--- config.mk ---
export PLATFORM = sky130hd
export DESIGN_NAME = adk_ctrl
export DESIGN_NICKNAME = d
export VERILOG_FILES = /design/src/verilog/adk_pkg.sv /design/src/verilog/adk_clkdiv.sv /design/src/verilog/adk_ctrl.sv
export SDC_FILE = /design/constraint.sdc
export NUM_CORES = 1
export LEC_CHECK = 0
export BUFFER_PORTS_ARGS = -buffer_cell sky130_fd_sc_hd__buf_2
export CAP_MARGIN = 20
export CORE_UTILIZATION = 38
export CTS_CLUSTER_DIAMETER = 50
export CTS_CLUSTER_SIZE = 14
export DETAILED_ROUTE_END_ITERATION = 10
export GPL_ROUTABILITY_DRIVEN = 0
export GPL_TIMING_DRIVEN = 0
export PLACE_DENSITY = 0.61
export SYNTH_ARGS = -nofsm -noshare
export SYNTH_HDL_FRONTEND = slang
export SYNTH_SLANG_ARGS = --single-unit
--- constraint.sdc ---
create_clock -name i_mclk -period 3.7 [get_ports i_mclk]
set_input_delay 0.555 -clock i_mclk [delete_from_list [all_inputs] [get_ports i_mclk]]
set_output_delay 0.555 -clock i_mclk [all_outputs]
set_load 0.01 [all_outputs]
--- src/verilog/adk_pkg.sv ---
// Purpose: shared constants and types for the second converter control block
// Assumes: registers sit on a 32-bit apb bus, one aligned word each
// Notes: printed offsets are register indexes; byte address is index times four
package adk_pkg;
    // register indexes and apb geometry
    localparam int ADDR_W = 12;
    localparam logic [7:0] IDX_CTRL_ONE = 8'h97;
    localparam logic [7:0] IDX_MODE_A = 8'hc0;
    localparam logic [7:0] IDX_MODE_B = 8'ha1;
    localparam logic [7:0] IDX_INPUT_SEL = 8'ha3;
    localparam logic [7:0] IDX_FOURTH_RES = 8'hf0;
    localparam logic [7:0] IDX_STATUS = 8'hf1;
    // field positions that the write path needs by number
    localparam int CTRL_FLAG_POS = 3;
    localparam int CTRL_EN_POS = 2;
    localparam int MODA_BND_POS = 7;
    localparam int MODB_DIV_POS = 5;
    localparam int MODB_DAC_POS = 3;
    localparam int INSEL_POS = 4;
    // reset values
    localparam logic [7:0] CTRL_RST = 8'h00;
    localparam logic [3:0] MODA_RST = 4'h0;
    localparam logic [2:0] DIV_RST = 3'h0;
    localparam logic [3:0] INSEL_RST = 4'h0;
    localparam logic [7:0] RES_RST = 8'h00;
    // start mode encodings of the control register
    typedef enum logic [1:0] {
        ADK_ST_TIMER = 2'h0,
        ADK_ST_NOW = 2'h1,
        ADK_ST_EDGE = 2'h2,
        ADK_ST_DUAL = 2'h3
    } adk_start_t;
    // sequencer states
    typedef enum logic [1:0] {
        ADK_S_IDLE = 2'h0,
        ADK_S_BUSY = 2'h1,
        ADK_S_RUN = 2'h2
    } adk_state_t;
    // first control register layout, bit 7 down to bit 0
    typedef struct packed {
        logic boundary_irq_enable;
        logic complete_irq_enable;
        logic timer_trigger_select;
        logic edge_polarity;
        logic conversion_complete_flag;
        logic converter_enable;
        adk_start_t start_mode;
    } adk_ctrl_t;
    // upper nibble of the first mode register
    typedef struct packed {
        logic boundary_flag;
        logic scan_continuous_select;
        logic fixed_continuous_select;
        logic single_conversion_select;
    } adk_moda_t;
endpackage

--- src/verilog/adk_clkdiv.sv ---
// Purpose: converter clock divider, one tick every divisor core clocks
// Assumes: divisor is the field value plus one
// Notes: counter is held at zero while disabled so the first tick is aligned
`timescale 1ns/1ps
module adk_clkdiv #(
    parameter int DIV_W = 3
) (
    input wire logic i_mclk,
    input wire logic i_resetn,
    input wire logic i_en,
    input wire logic [DIV_W-1:0] i_div,
    output logic o_tick
);
    initial begin
        if (DIV_W < 1 || DIV_W > 8) begin
            $error("adk_clkdiv: DIV_W out of range");
        end
    end

    logic [DIV_W-1:0] cnt_q; // cycles since last tick
    logic last_w; // terminal count reached
    assign last_w = (cnt_q == i_div); // RULE4

    // counter wraps at the field value, giving field plus one cycles
    always_ff @(posedge i_mclk or negedge i_resetn) begin
        if (!i_resetn) begin
            cnt_q <= '0;
            o_tick <= 1'b0;
        end else if (!i_en) begin
            cnt_q <= '0;
            o_tick <= 1'b0;
        end else begin
            cnt_q <= last_w ? '0 : cnt_q + 1'b1; // RULE3
            o_tick <= last_w;
        end
    end
endmodule // adk_clkdiv

--- src/verilog/adk_ctrl.sv ---
// Purpose: start, mode, flag, dac and divider control of the second converter
// Assumes: apb slave with zero wait states; analog core reports completion
// Notes: the analog core owns result sequencing and the boundary compare
//
// Chosen here: the APB slave port.
`timescale 1ns/1ps
// Contract
// RULE1 - dac drives fourth result value on pin
// RULE2 - dac output only while dac select set
// RULE3 - divider derives converter clock, ratio 1..8
// RULE4 - divider field plus one is divisor
// RULE5 - selected pins lose digital input when enabled
// RULE6 - keeps converting in idle, completion wakes
// RULE7 - no operation in power-down modes
// RULE8 - mode 00 starts on timer overflow if selected
// RULE9 - timer overflows ignored while converting
// RULE10 - writing mode 01 starts at once
// RULE11 - mode 10 starts on chosen pin edge
// RULE12 - pin edges ignored while converting
// RULE13 - mode 11 starts both converters together
// RULE14 - enable bit gates converter and dac
// RULE15 - complete flag set by hardware, software clears
// RULE16 - edge polarity: 0 falling, 1 rising
// RULE17 - complete flag with enable requests interrupt
// RULE18 - boundary flag with enable requests interrupt
// RULE19 - single conversion select bit
// RULE20 - fixed continuous select bit
// RULE21 - scan continuous select bit
// RULE22 - no mode bits means single step
// RULE23 - boundary flag set on out-of-range result
// RULE24 - control and mode nibble reset to zero
// RULE25 - boundary flag sticky until written zero
module adk_ctrl (
    input wire logic i_mclk,
    input wire logic i_resetn,
    input wire logic i_psel,
    input wire logic i_penable,
    input wire logic i_pwrite,
    input wire logic [adk_pkg::ADDR_W-1:0] i_paddr,
    input wire logic [31:0] i_pwdata,
    output logic [31:0] o_prdata,
    output logic o_pready,
    output logic o_pslverr,
    input wire logic i_timer0_ovf,
    input wire logic i_edge_trigger_pin,
    input wire logic i_conv_done,
    input wire logic i_bound_hit,
    input wire logic i_irq_global,
    input wire logic i_idle,
    input wire logic i_pdown,
    output logic o_conv_start,
    output logic o_dual_start,
    output logic [2:0] o_conv_mode,
    output logic o_busy,
    output logic o_adc_tick,
    output logic o_irq,
    output logic o_wake,
    output logic o_dac_en,
    output logic [7:0] o_dac_value,
    output logic [3:0] o_dig_in_off
);
    // register state
    adk_pkg::adk_ctrl_t ctrl_q; // first control register
    adk_pkg::adk_ctrl_t ctrl_d;
    adk_pkg::adk_moda_t moda_q; // first mode register, upper nibble
    adk_pkg::adk_moda_t moda_d;
    logic [2:0] div_q; // divider field of the second mode register
    logic dac_sel_q; // dac mode select
    logic [3:0] insel_q; // input select, one bit per channel
    logic [7:0] res3_q; // fourth result register
    adk_pkg::adk_state_t state_q; // sequencer state
    adk_pkg::adk_state_t state_d;
    logic pin_q; // last sample of the trigger pin

    // apb address decode; low two bits must be zero for a word access
    logic [adk_pkg::ADDR_W-3:0] idx_w;
    logic aligned_w;
    logic sel_ctrl_w;
    logic sel_moda_w;
    logic sel_modb_w;
    logic sel_insel_w;
    logic sel_res_w;
    logic sel_stat_w;
    logic mapped_w;
    logic setup_w;
    logic acc_w;
    logic wr_w;
    assign idx_w = i_paddr[adk_pkg::ADDR_W-1:2];
    assign aligned_w = (i_paddr[1:0] == 2'h0);
    assign sel_ctrl_w = aligned_w && (idx_w == 10'(adk_pkg::IDX_CTRL_ONE));
    assign sel_moda_w = aligned_w && (idx_w == 10'(adk_pkg::IDX_MODE_A));
    assign sel_modb_w = aligned_w && (idx_w == 10'(adk_pkg::IDX_MODE_B));
    assign sel_insel_w = aligned_w && (idx_w == 10'(adk_pkg::IDX_INPUT_SEL));
    assign sel_res_w = aligned_w && (idx_w == 10'(adk_pkg::IDX_FOURTH_RES));
    assign sel_stat_w = aligned_w && (idx_w == 10'(adk_pkg::IDX_STATUS));
    assign mapped_w = sel_ctrl_w | sel_moda_w | sel_modb_w | sel_insel_w
                      | sel_res_w | sel_stat_w;
    assign setup_w = i_psel && !i_penable;
    // a transfer completes at the edge where pready is seen high
    assign acc_w = i_psel && i_penable && o_pready;
    assign wr_w = acc_w && i_pwrite;

    // read mux; reserved bits read as zero
    logic [7:0] rd_w;
    assign rd_w = sel_ctrl_w ? ctrl_q
                : sel_moda_w ? {moda_q, 4'h0}
                : sel_modb_w ? {div_q, 1'b0, dac_sel_q, 3'h0}
                : sel_insel_w ? {insel_q, 4'h0}
                : sel_res_w ? res3_q
                : sel_stat_w ? {6'h0, state_q}
                : 8'h00;

    // operating conditions
    logic operate_w; // enabled and not powered down
    logic cont_w; // a continuous mode is selected
    assign operate_w = ctrl_q.converter_enable && !i_pdown; // RULE7 RULE14
    assign cont_w = moda_q.scan_continuous_select
                    || moda_q.fixed_continuous_select; // RULE20 RULE21

    // start sources
    logic wr_ctrl_w;
    logic [1:0] wmode_w;
    logic imm_w;
    logic dual_w;
    logic tmr_w;
    logic rise_w;
    logic fall_w;
    logic edge_w;
    logic trig_w;
    logic start_w;
    logic done_w;
    assign wr_ctrl_w = wr_w && sel_ctrl_w;
    assign wmode_w = i_pwdata[1:0];
    // immediate starts act on the write itself, with the enable being written
    assign imm_w = wr_ctrl_w && i_pwdata[adk_pkg::CTRL_EN_POS] && !i_pdown
                   && (wmode_w == adk_pkg::ADK_ST_NOW
                       || wmode_w == adk_pkg::ADK_ST_DUAL); // RULE10 RULE13
    assign dual_w = imm_w && (wmode_w == adk_pkg::ADK_ST_DUAL); // RULE13
    assign tmr_w = (ctrl_q.start_mode == adk_pkg::ADK_ST_TIMER)
                   && ctrl_q.timer_trigger_select && i_timer0_ovf; // RULE8
    assign rise_w = i_edge_trigger_pin && !pin_q;
    assign fall_w = !i_edge_trigger_pin && pin_q;
    assign edge_w = (ctrl_q.start_mode == adk_pkg::ADK_ST_EDGE)
                    && (ctrl_q.edge_polarity ? rise_w : fall_w); // RULE11 RULE16
    // triggers count only while nothing runs, so later ones are dropped
    assign trig_w = operate_w && (state_q == adk_pkg::ADK_S_IDLE)
                    && (tmr_w || edge_w); // RULE9 RULE12
    assign start_w = trig_w || imm_w;
    // idle mode does not gate completion; conversion carries on
    assign done_w = i_conv_done && operate_w
                    && (state_q != adk_pkg::ADK_S_IDLE); // RULE6

    // sequencer next state
    always_comb begin
        state_d = state_q;
        unique case (state_q)
            adk_pkg::ADK_S_IDLE: begin
                if (start_w) begin
                    state_d = cont_w ? adk_pkg::ADK_S_RUN : adk_pkg::ADK_S_BUSY;
                end
            end
            adk_pkg::ADK_S_BUSY: begin
                // single conversion and single step (no mode bit) both stop at completion
                if (!operate_w || (done_w && !imm_w)) begin
                    state_d = adk_pkg::ADK_S_IDLE; // RULE19 RULE22
                end
            end
            adk_pkg::ADK_S_RUN: begin
                // continuous runs until disabled or the mode is left
                if (!operate_w || !cont_w) begin
                    state_d = adk_pkg::ADK_S_IDLE;
                end
            end
            default: begin
                state_d = adk_pkg::ADK_S_IDLE;
            end
        endcase
    end

    // control register next value; flag clears only on a written zero
    always_comb begin
        ctrl_d = ctrl_q;
        if (wr_ctrl_w) begin
            ctrl_d = adk_pkg::adk_ctrl_t'(i_pwdata[7:0]);
            ctrl_d.conversion_complete_flag = ctrl_q.conversion_complete_flag
                                              && i_pwdata[adk_pkg::CTRL_FLAG_POS];
        end
        // set wins over a clear in the same cycle
        if (done_w) begin
            ctrl_d.conversion_complete_flag = 1'b1; // RULE15
        end
    end

    // mode register a next value; boundary flag only set by hardware
    always_comb begin
        moda_d = moda_q;
        if (wr_w && sel_moda_w) begin
            moda_d = adk_pkg::adk_moda_t'(i_pwdata[7:4]);
            moda_d.boundary_flag = moda_q.boundary_flag
                                   && i_pwdata[adk_pkg::MODA_BND_POS]; // RULE25
        end
        if (i_bound_hit && operate_w) begin
            moda_d.boundary_flag = 1'b1; // RULE23
        end
    end

    // interrupt request from either enabled flag
    logic irq_w;
    assign irq_w = i_irq_global
                   && ((ctrl_q.complete_irq_enable && ctrl_q.conversion_complete_flag)
                       || (ctrl_q.boundary_irq_enable && moda_q.boundary_flag)); // RULE17 RULE18

    // registers with async reset to documented zero
    always_ff @(posedge i_mclk or negedge i_resetn) begin
        if (!i_resetn) begin
            ctrl_q <= adk_pkg::adk_ctrl_t'(adk_pkg::CTRL_RST); // RULE24
            moda_q <= adk_pkg::adk_moda_t'(adk_pkg::MODA_RST); // RULE24
            state_q <= adk_pkg::ADK_S_IDLE;
            pin_q <= 1'b0;
        end else begin
            ctrl_q <= ctrl_d;
            moda_q <= moda_d;
            state_q <= state_d;
            pin_q <= i_edge_trigger_pin;
        end
    end

    // software-only registers: divider, dac select, input select, dac value
    always_ff @(posedge i_mclk or negedge i_resetn) begin
        if (!i_resetn) begin
            div_q <= adk_pkg::DIV_RST;
            dac_sel_q <= 1'b0;
            insel_q <= adk_pkg::INSEL_RST;
            res3_q <= adk_pkg::RES_RST;
        end else begin
            if (wr_w && sel_modb_w) begin
                div_q <= i_pwdata[adk_pkg::MODB_DIV_POS +: 3]; // RULE4
                dac_sel_q <= i_pwdata[adk_pkg::MODB_DAC_POS];
            end
            if (wr_w && sel_insel_w) begin
                insel_q <= i_pwdata[adk_pkg::INSEL_POS +: 4];
            end
            if (wr_w && sel_res_w) begin
                res3_q <= i_pwdata[7:0];
            end
        end
    end

    // apb answer: data registered in setup, shown with pready in access
    always_ff @(posedge i_mclk or negedge i_resetn) begin
        if (!i_resetn) begin
            o_pready <= 1'b0;
            o_pslverr <= 1'b0;
            o_prdata <= 32'h0000_0000;
        end else begin
            o_pready <= setup_w;
            o_pslverr <= setup_w && !mapped_w;
            o_prdata <= (setup_w && !i_pwrite) ? {24'h00_0000, rd_w} : 32'h0000_0000;
        end
    end

    // converter-facing outputs
    always_ff @(posedge i_mclk or negedge i_resetn) begin
        if (!i_resetn) begin
            o_conv_start <= 1'b0;
            o_dual_start <= 1'b0;
            o_conv_mode <= 3'h0;
            o_busy <= 1'b0;
            o_irq <= 1'b0;
            o_wake <= 1'b0;
            o_dac_en <= 1'b0;
            o_dac_value <= 8'h00;
        end else begin
            o_conv_start <= start_w;
            o_dual_start <= dual_w; // RULE13
            o_conv_mode <= {moda_q.scan_continuous_select,
                            moda_q.fixed_continuous_select,
                            moda_q.single_conversion_select}; // RULE19 RULE20 RULE21
            o_busy <= (state_d != adk_pkg::ADK_S_IDLE);
            o_irq <= irq_w;
            o_wake <= irq_w && i_idle; // RULE6
            // dac needs both its select and the converter enable
            o_dac_en <= dac_sel_q && operate_w; // RULE2 RULE14
            o_dac_value <= res3_q; // RULE1
        end
    end

    // digital input disconnect, one flop per analog pin
    genvar gi;
    generate
        for (gi = 0; gi < 4; gi++) begin : g_din
            always_ff @(posedge i_mclk or negedge i_resetn) begin
                if (!i_resetn) begin
                    o_dig_in_off[gi] <= 1'b0;
                end else begin
                    o_dig_in_off[gi] <= insel_q[gi] && ctrl_q.converter_enable; // RULE5
                end
            end
        end
    endgenerate

    // converter clock runs only while the converter may operate
    adk_clkdiv #(
        .DIV_W(3)
    ) u_div (
        .i_mclk(i_mclk),
        .i_resetn(i_resetn),
        .i_en(operate_w), // RULE3 RULE7
        .i_div(div_q),
        .o_tick(o_adc_tick)
    );
endmodule // adk_ctrl

==> out/summary.txt, run 1 <==
Status = finished, final reports clean
Clk slew on worst S/H paths = 0.07 ns
Endpoints failing setup = 0
RSZ-0062 raised after global routing = false
VDD IR max = 0.1324 mV
Avg WL per Cell = 15.22 um
Reg-to-Reg Start = ctrl_q[4]$_DFFE_PN0P_
Fin. max-slew vios = 0
N_diodes = 0
CP startpoint kind = primary input
CTS Root Cell = clkbuf_8
Final antenna-violating net count = 0
Tightest Pin Transition = 0.9977 ns
Hold Violations, Final = 0
DR pass1 iterations = 4
Buf+Inv Stages, Crit Path = 2
CP Data Required Time = 3.92 ns
Total track usage = 0.1740
Min Tclk post-route = 2.146 ns
Die height = 91.63 um
CTS tree = yes
Fin nets = 407
Leak = 1.965 nW
Primary FF master, synth = dfrtp_1
Htree depth = 3
Worst Setup Path Type = primary input to register
Postcts setup bufs = 0
Full die area = 0.008396 mm^2
Ports = 112
FF+latch count, synth = 66
Warnings from Yosys = 0
CTS buffer count = 9
Commonest non-fill, non-tap cell in the layout = dfrtp_1
Vias in the first global route = 2102
Syn-to-layout area delta = 22.58%
Clk_lat worst skew = 0.33 ns
Filler cells = 741
Via count = 2275
Peak Freq = 0.4660 GHz
WL final = 6926 um
First-pass GRT wire length = 10920 um
Fin cells = 455
Chip width = 91.63 um
Dpl cells = 441
Detailed placement HPWL = 5112 um
Register-to-Register Path Depth = 4
Critical-path maximum fanout = 10
Fin area = 0.003742 mm^2
Drt drc = 0
Sink Count = 66
Synth cell types = 53
Max_cap viols = 0
Post-synth EDFFs = 0
Vias per cell = 5.000
Placed Area = 0.003585 mm^2
Hold_ws = 0.3005 ns
Initial antenna violation count = 0
Sequential-to-total area share from yosys stat = 0.5410
Slowest-stage cell, CP = nor4bb_1
Hold WC Path Type = primary input to async pin
Slew headroom = 0.3258
Share of cells above drive strength 1 = 0.3881
Cells after synthesis = 253
Mapped Area = 0.003053 mm^2
Worst r2r dst = o_busy$_DFF_PN0_
Clock Tree Buf Depth = 2
CORE AREA = 0.007767 mm^2
Post-Syn Area per Cell = 12.07 um^2
Post-synth ARST share = 1.000
CP arrival = 2.37 ns
Pwr Density = 354.6 mW/mm^2
Total Negative Setup Slacks = 0 ns
R2R Setup Slk = 1.91 ns
Cts hold-fix bufs = 0
FP Rows = 32
Worst-path cell chain = buf_2, clkbuf_1, nor4bb_1, nand2_1, mux2_2
Cell family with most CP delay = simple AND/OR/NAND/NOR gates
Utilization after layout = 0.4818
Total gr overflow = 0
CP peak stage delay = 0.64 ns
Most frequent cells in the layout = dfrtp_1, buf_2, mux2_2
Initial Util = 0.3930
Iteration-0 DRC Markers = 149
Clk_skew = 0.006473 ns
Period utilization = 0.5800
Port bufs = 63
Crit. End Element = register
Pin count of the biggest net entering global routing = 67
Post_cts resized = 0
-- worst max path at each step --
| stage | to | from | depth (start not counted) | slack [ns] |
|---|---|---|---|---|
| floorplan | dac_sel_q$_DFFE_PN0P_ | i_paddr[0] | 5 | 1.57 |
| global placement | div_q[1]$_DFFE_PN0P_ | i_paddr[2] | 5 | 1.21 |
| detailed placement | div_q[1]$_DFFE_PN0P_ | i_paddr[2] | 5 | 1.20 |
| CTS | dac_sel_q$_DFFE_PN0P_ | i_paddr[2] | 5 | 1.56 |
| global route | div_q[2]$_DFFE_PN0P_ | i_paddr[2] | 5 | 1.41 |
| finish | div_q[1]$_DFFE_PN0P_ | i_paddr[2] | 5 | 1.55 |
-- where the power goes --
part,internal (mW),switching [mW]
combinational,0.0404,0.0633
sequential,0.723,0.000682
clock,0.249,0.251
total,1.01,0.315
-- layer usage --
layer,part of all wire,track usage,vias up
li1,-,-,1077
met1,0.44,0.2307,1102
met2,0.48,0.2726,88
met3,0.065,0.04478,8
met4,0.014,0.06746,0
met5,0,0,-
-- worst register-to-register path, stage by stage, from the launching register on --
cell,delay (ns)
dfrtp_1,0.42
or4bb_1,0.49
a311oi_1,0.34
a31oi_1,0.15
o311ai_1,0.29
-- synthesized netlist by cell type (4+ instances only) --
library cell   n  area (um^2)
buf_4         24        180.2
mux2_2        28        315.3
nor2_1        16        60.06
nand3b_1       8        60.06
a22o_1         4        35.03
xnor2_1        4        35.03
and3_1         5        31.28
dfrtp_1       66         1652
o21ai_0        4        20.02
nand3_1        5        25.02
a21oi_1        7        35.03
and2_1         6        37.54
nand2_1        8        30.03
clkbuf_1       4        15.01
-- layout make-up --
cell class	count	area (um^2)	share of cell area
multi-input cells	178	1276	0.3410
inverters	3	11.26	0.003009
clock buffers	10	137.6	0.03678
flip-flops and latches	66	1652	0.4413
plain buffers	29	200.2	0.05349
repair buffers	63	317.8	0.08492
clock inverters	4	20.02	0.005349
well taps	102	127.6	0.03410
-- sequential cells by signal, indices dropped and copies added (netlist names), 2 cells and up --
name          flops
moda_q            4
ctrl_q            8
o_dig_in_off      4
state_q           2
o_dac_value       8
o_prdata          8
div_q             3
res3_q            8
u_div.cnt_q       3
o_conv_mode       3
insel_q           4
-- cells by family (layout without fill, tap and decap cells) --
group | count (synthesis) | in the layout | synth area share
XOR/XNOR | 4 | 4 | 0.01147
buffers and inverters | 32 | 109 | 0.06926
AO/OA/AOI/OAI | 35 | 35 | 0.08115
adder cells (fa/ha/maj) | 1 | 1 | 0.004098
other | 1 | 24 | 0.001228
flip-flops | 66 | 66 | 0.5410
multiplexers | 28 | 28 | 0.1033
AND/OR/NAND/NOR | 86 | 86 | 0.1885
-- metrics by stage --
stage                     total power, mW  worst slack, ns
after floorplan                    0.7907            1.570
final                               1.327            1.554
after CTS                           1.338            1.560
after detailed placement           0.8404            1.201
after global routing                1.384            1.406
after global placement             0.8396            1.206
(Power assumes the default switching activity.)
==> run 2: changes to the inputs <==
--- a/config.mk
+++ b/config.mk
@@ -13,7 +13,7 @@
 export DETAILED_ROUTE_END_ITERATION = 10
 export GPL_ROUTABILITY_DRIVEN = 0
 export GPL_TIMING_DRIVEN = 0
-export PLACE_DENSITY = 0.61
+export PLACE_DENSITY = 0.64
 export SYNTH_ARGS = -nofsm -noshare
 export SYNTH_HDL_FRONTEND = slang
 export SYNTH_SLANG_ARGS = --single-unit
==> constraint.sdc (replaced) <==
create_clock -name i_mclk -period 1.7 [get_ports i_mclk]
set_input_delay 0.255 -clock i_mclk [delete_from_list [all_inputs] [get_ports i_mclk]]
set_output_delay 0.255 -clock i_mclk [all_outputs]
set_load 0.01 [all_outputs]
==> out/summary.txt, run 2 (same netlist as run 1, synthesis figures left out) <==
Peak Freq = 0.5949 GHz
Dpl cells = 441 (unchanged)
CP peak stage delay = 0.50 ns (-0.14 ns)
CP startpoint kind = register
Clk_skew = 0.003930 ns (-0.002543 ns)
Endpoints failing setup = 0 (unchanged)
Htree depth = 3 (unchanged)
Fin. max-slew vios = 0 (unchanged)
Sink Count = 66 (unchanged)
Most frequent cells in the layout = dfrtp_1, buf_2, buf_4
Register-to-Register Path Depth = 4 (unchanged)
Clk slew on worst S/H paths = 0.06 ns (about the same)
CORE AREA = 0.007767 mm^2 (unchanged)
Vias in the first global route = 2161 (+2.8%)
Clock Tree Buf Depth = 2 (unchanged)
Avg WL per Cell = 14.75 um (-3.1%)
CTS Root Cell = clkbuf_8
Via count = 2235 (-1.8%)
Multi-input logic area = 0.001330 mm^2 (+4.2%)
WL final = 6769 um (-2.3%)
Worst setup path end = o_busy$_DFF_PN0_
Slowest-stage cell, CP = or4bb_1
Die height = 91.63 um (unchanged)
Worst r2r dst = o_busy$_DFF_PN0_
Fin area = 0.003834 mm^2 (+2.4%)
Tightest Pin Transition = 0.8100 ns (-0.1878 ns)
Filler cells = 750 (+1.2%)
Detailed placement HPWL = 4993 um (-2.3%)
Initial Util = 0.3930 (unchanged)
Worst Setup Path Type = register to register
Fin cells = 459 (+0.88%)
CTS tree = yes
Syn-to-layout area delta = 25.57%
Cts hold-fix bufs = 0 (unchanged)
Full die area = 0.008396 mm^2 (unchanged)
Total power = 2.883 mW (+120%)
Port bufs = 63 (unchanged)
Register area = 0.001652 mm^2 (unchanged)
DR pass1 iterations = 4 (unchanged)
Drt drc = 0 (unchanged)
VDD IR max = 0.3930 mV (+200%)
Period utilization = 0.9887
Critical-path maximum fanout = 4 (-6)
RSZ-0062 raised after global routing = true
Crit path launch = ctrl_q[4]$_DFFE_PN0P_
Min Tclk post-route = 1.681 ns
Max_cap viols = 0 (unchanged)
Share of cells above drive strength 1 = 0.4174 (+0.02926)
Vias per cell = 4.869 (-2.6%)
FP Rows = 32 (unchanged)
N_diodes = 0 (unchanged)
Leak = 2.035 nW (+3.6%)
CP Data Required Time = 1.93 ns (-1.99 ns)
Hold_ws = 0.01482 ns (-0.2857 ns)
Fin nets = 411 (+0.98%)
Placed Area = 0.003598 mm^2 (+0.38%)
Commonest non-fill, non-tap cell in the layout = dfrtp_1
Iteration-0 DRC Markers = 120 (-19%)
Ports = 112 (unchanged)
CP arrival = 1.91 ns (-0.46 ns)
Pwr Density = 752.1 mW/mm^2 (+110%)
Clk_lat worst skew = 0.33 ns (about the same)
Reg-to-Reg Start = ctrl_q[4]$_DFFE_PN0P_
Crit. End Element = register
R2R Setup Slk = 0.02 ns (-1.89 ns)
Slew headroom = 0.4600 (+0.1342)
Total gr overflow = 0 (unchanged)
Worst-path cell chain = or4bb_1, a311oi_1, a31oi_1, o311ai_1
Chip width = 91.63 um (unchanged)
Initial antenna violation count = 0 (unchanged)
Hold Violations, Final = 0 (unchanged)
Status = finished, final reports clean
CTS buffer count = 9 (unchanged)
Total track usage = 0.1755 (+0.001537)
Final antenna-violating net count = 0 (unchanged)
Pin count of the biggest net entering global routing = 67 (unchanged)
Hold WC Path Type = primary input to async pin
First-pass GRT wire length = 11120 um (+1.8%)
run 2: per-layer routing:
metal	wire length [um]	global-route usage	part of all wire	vias to the layer above
li1	-	-	-	1087
met1	3026	0.2388	0.45	1035
met2	3069	0.2525	0.45	100
met3	505	0.06053	0.075	13
met4	168	0.07672	0.025	0
met5	0	0	0	-
run 2: where the power goes:
part | internal (mW) | total [mW] | switching (mW)
Combinational | 0.0922 | 0.234 | 0.141
Sequential | 1.57 | 1.58 | 0.00149
Clock | 0.541 | 1.07 | 0.533
run 2: layout make-up:
| type | count | area share |
|---|---|---|
| Sequential cell | 66 | 0.4308 |
| Multi-Input combinational cell | 178 | 0.3469 |
| Timing Repair Buffer | 67 | 0.09073 |
| Buffer | 29 | 0.05418 |
| Clock buffer | 10 | 0.03590 |
| Tap cell | 102 | 0.03329 |
| Clock inverter | 4 | 0.005222 |
| Inverter | 3 | 0.002937 |
run 2: critical path: cells and delay by family (launching register included):
family	cells	cell delay, ns
and+or+nand+nor	1	0.50
AOI/OAI and AO/OA	3	0.67
DFF	1	0.41
run 2: per-stage QoR:
step	setup slack (ns)	TNS, ns	utilization
final	0.01918	0	0.4936
after global routing	-0.06268	-0.07565	0.4936
after CTS	0.001061	0	0.4865
after detailed placement	-0.4310	-12.43	0.4633
after global placement	-0.4191	-12.48	0.4630
after floorplan	-0.1111	-2.452	-
run 2: worst min path at each step:
stage	end	from	cells past startpoint	slack, ns
after CTS	o_conv_mode[1]$_DFF_PN0_	i_resetn	1	0.04
after global routing	pin_q$_DFF_PN0_	i_edge_trigger_pin	1	0.04
after detailed placement	o_conv_mode[0]$_DFF_PN0_	moda_q[0]$_DFFE_PN0P_	0	0.39
final	o_conv_mode[1]$_DFF_PN0_	i_resetn	1	0.01
after floorplan	ctrl_q[0]$_DFFE_PN0P_	i_resetn	0	-0.04
after global placement	o_dac_value[7]$_DFF_PN0_	res3_q[7]$_DFFE_PN0P_	0	0.39
run 2: timing repair:
action	in CTS	in global routing
endpoints found under the setup margin	17	24
pin swaps	2	3
setup buffers	2	2
resized for setup	2	9
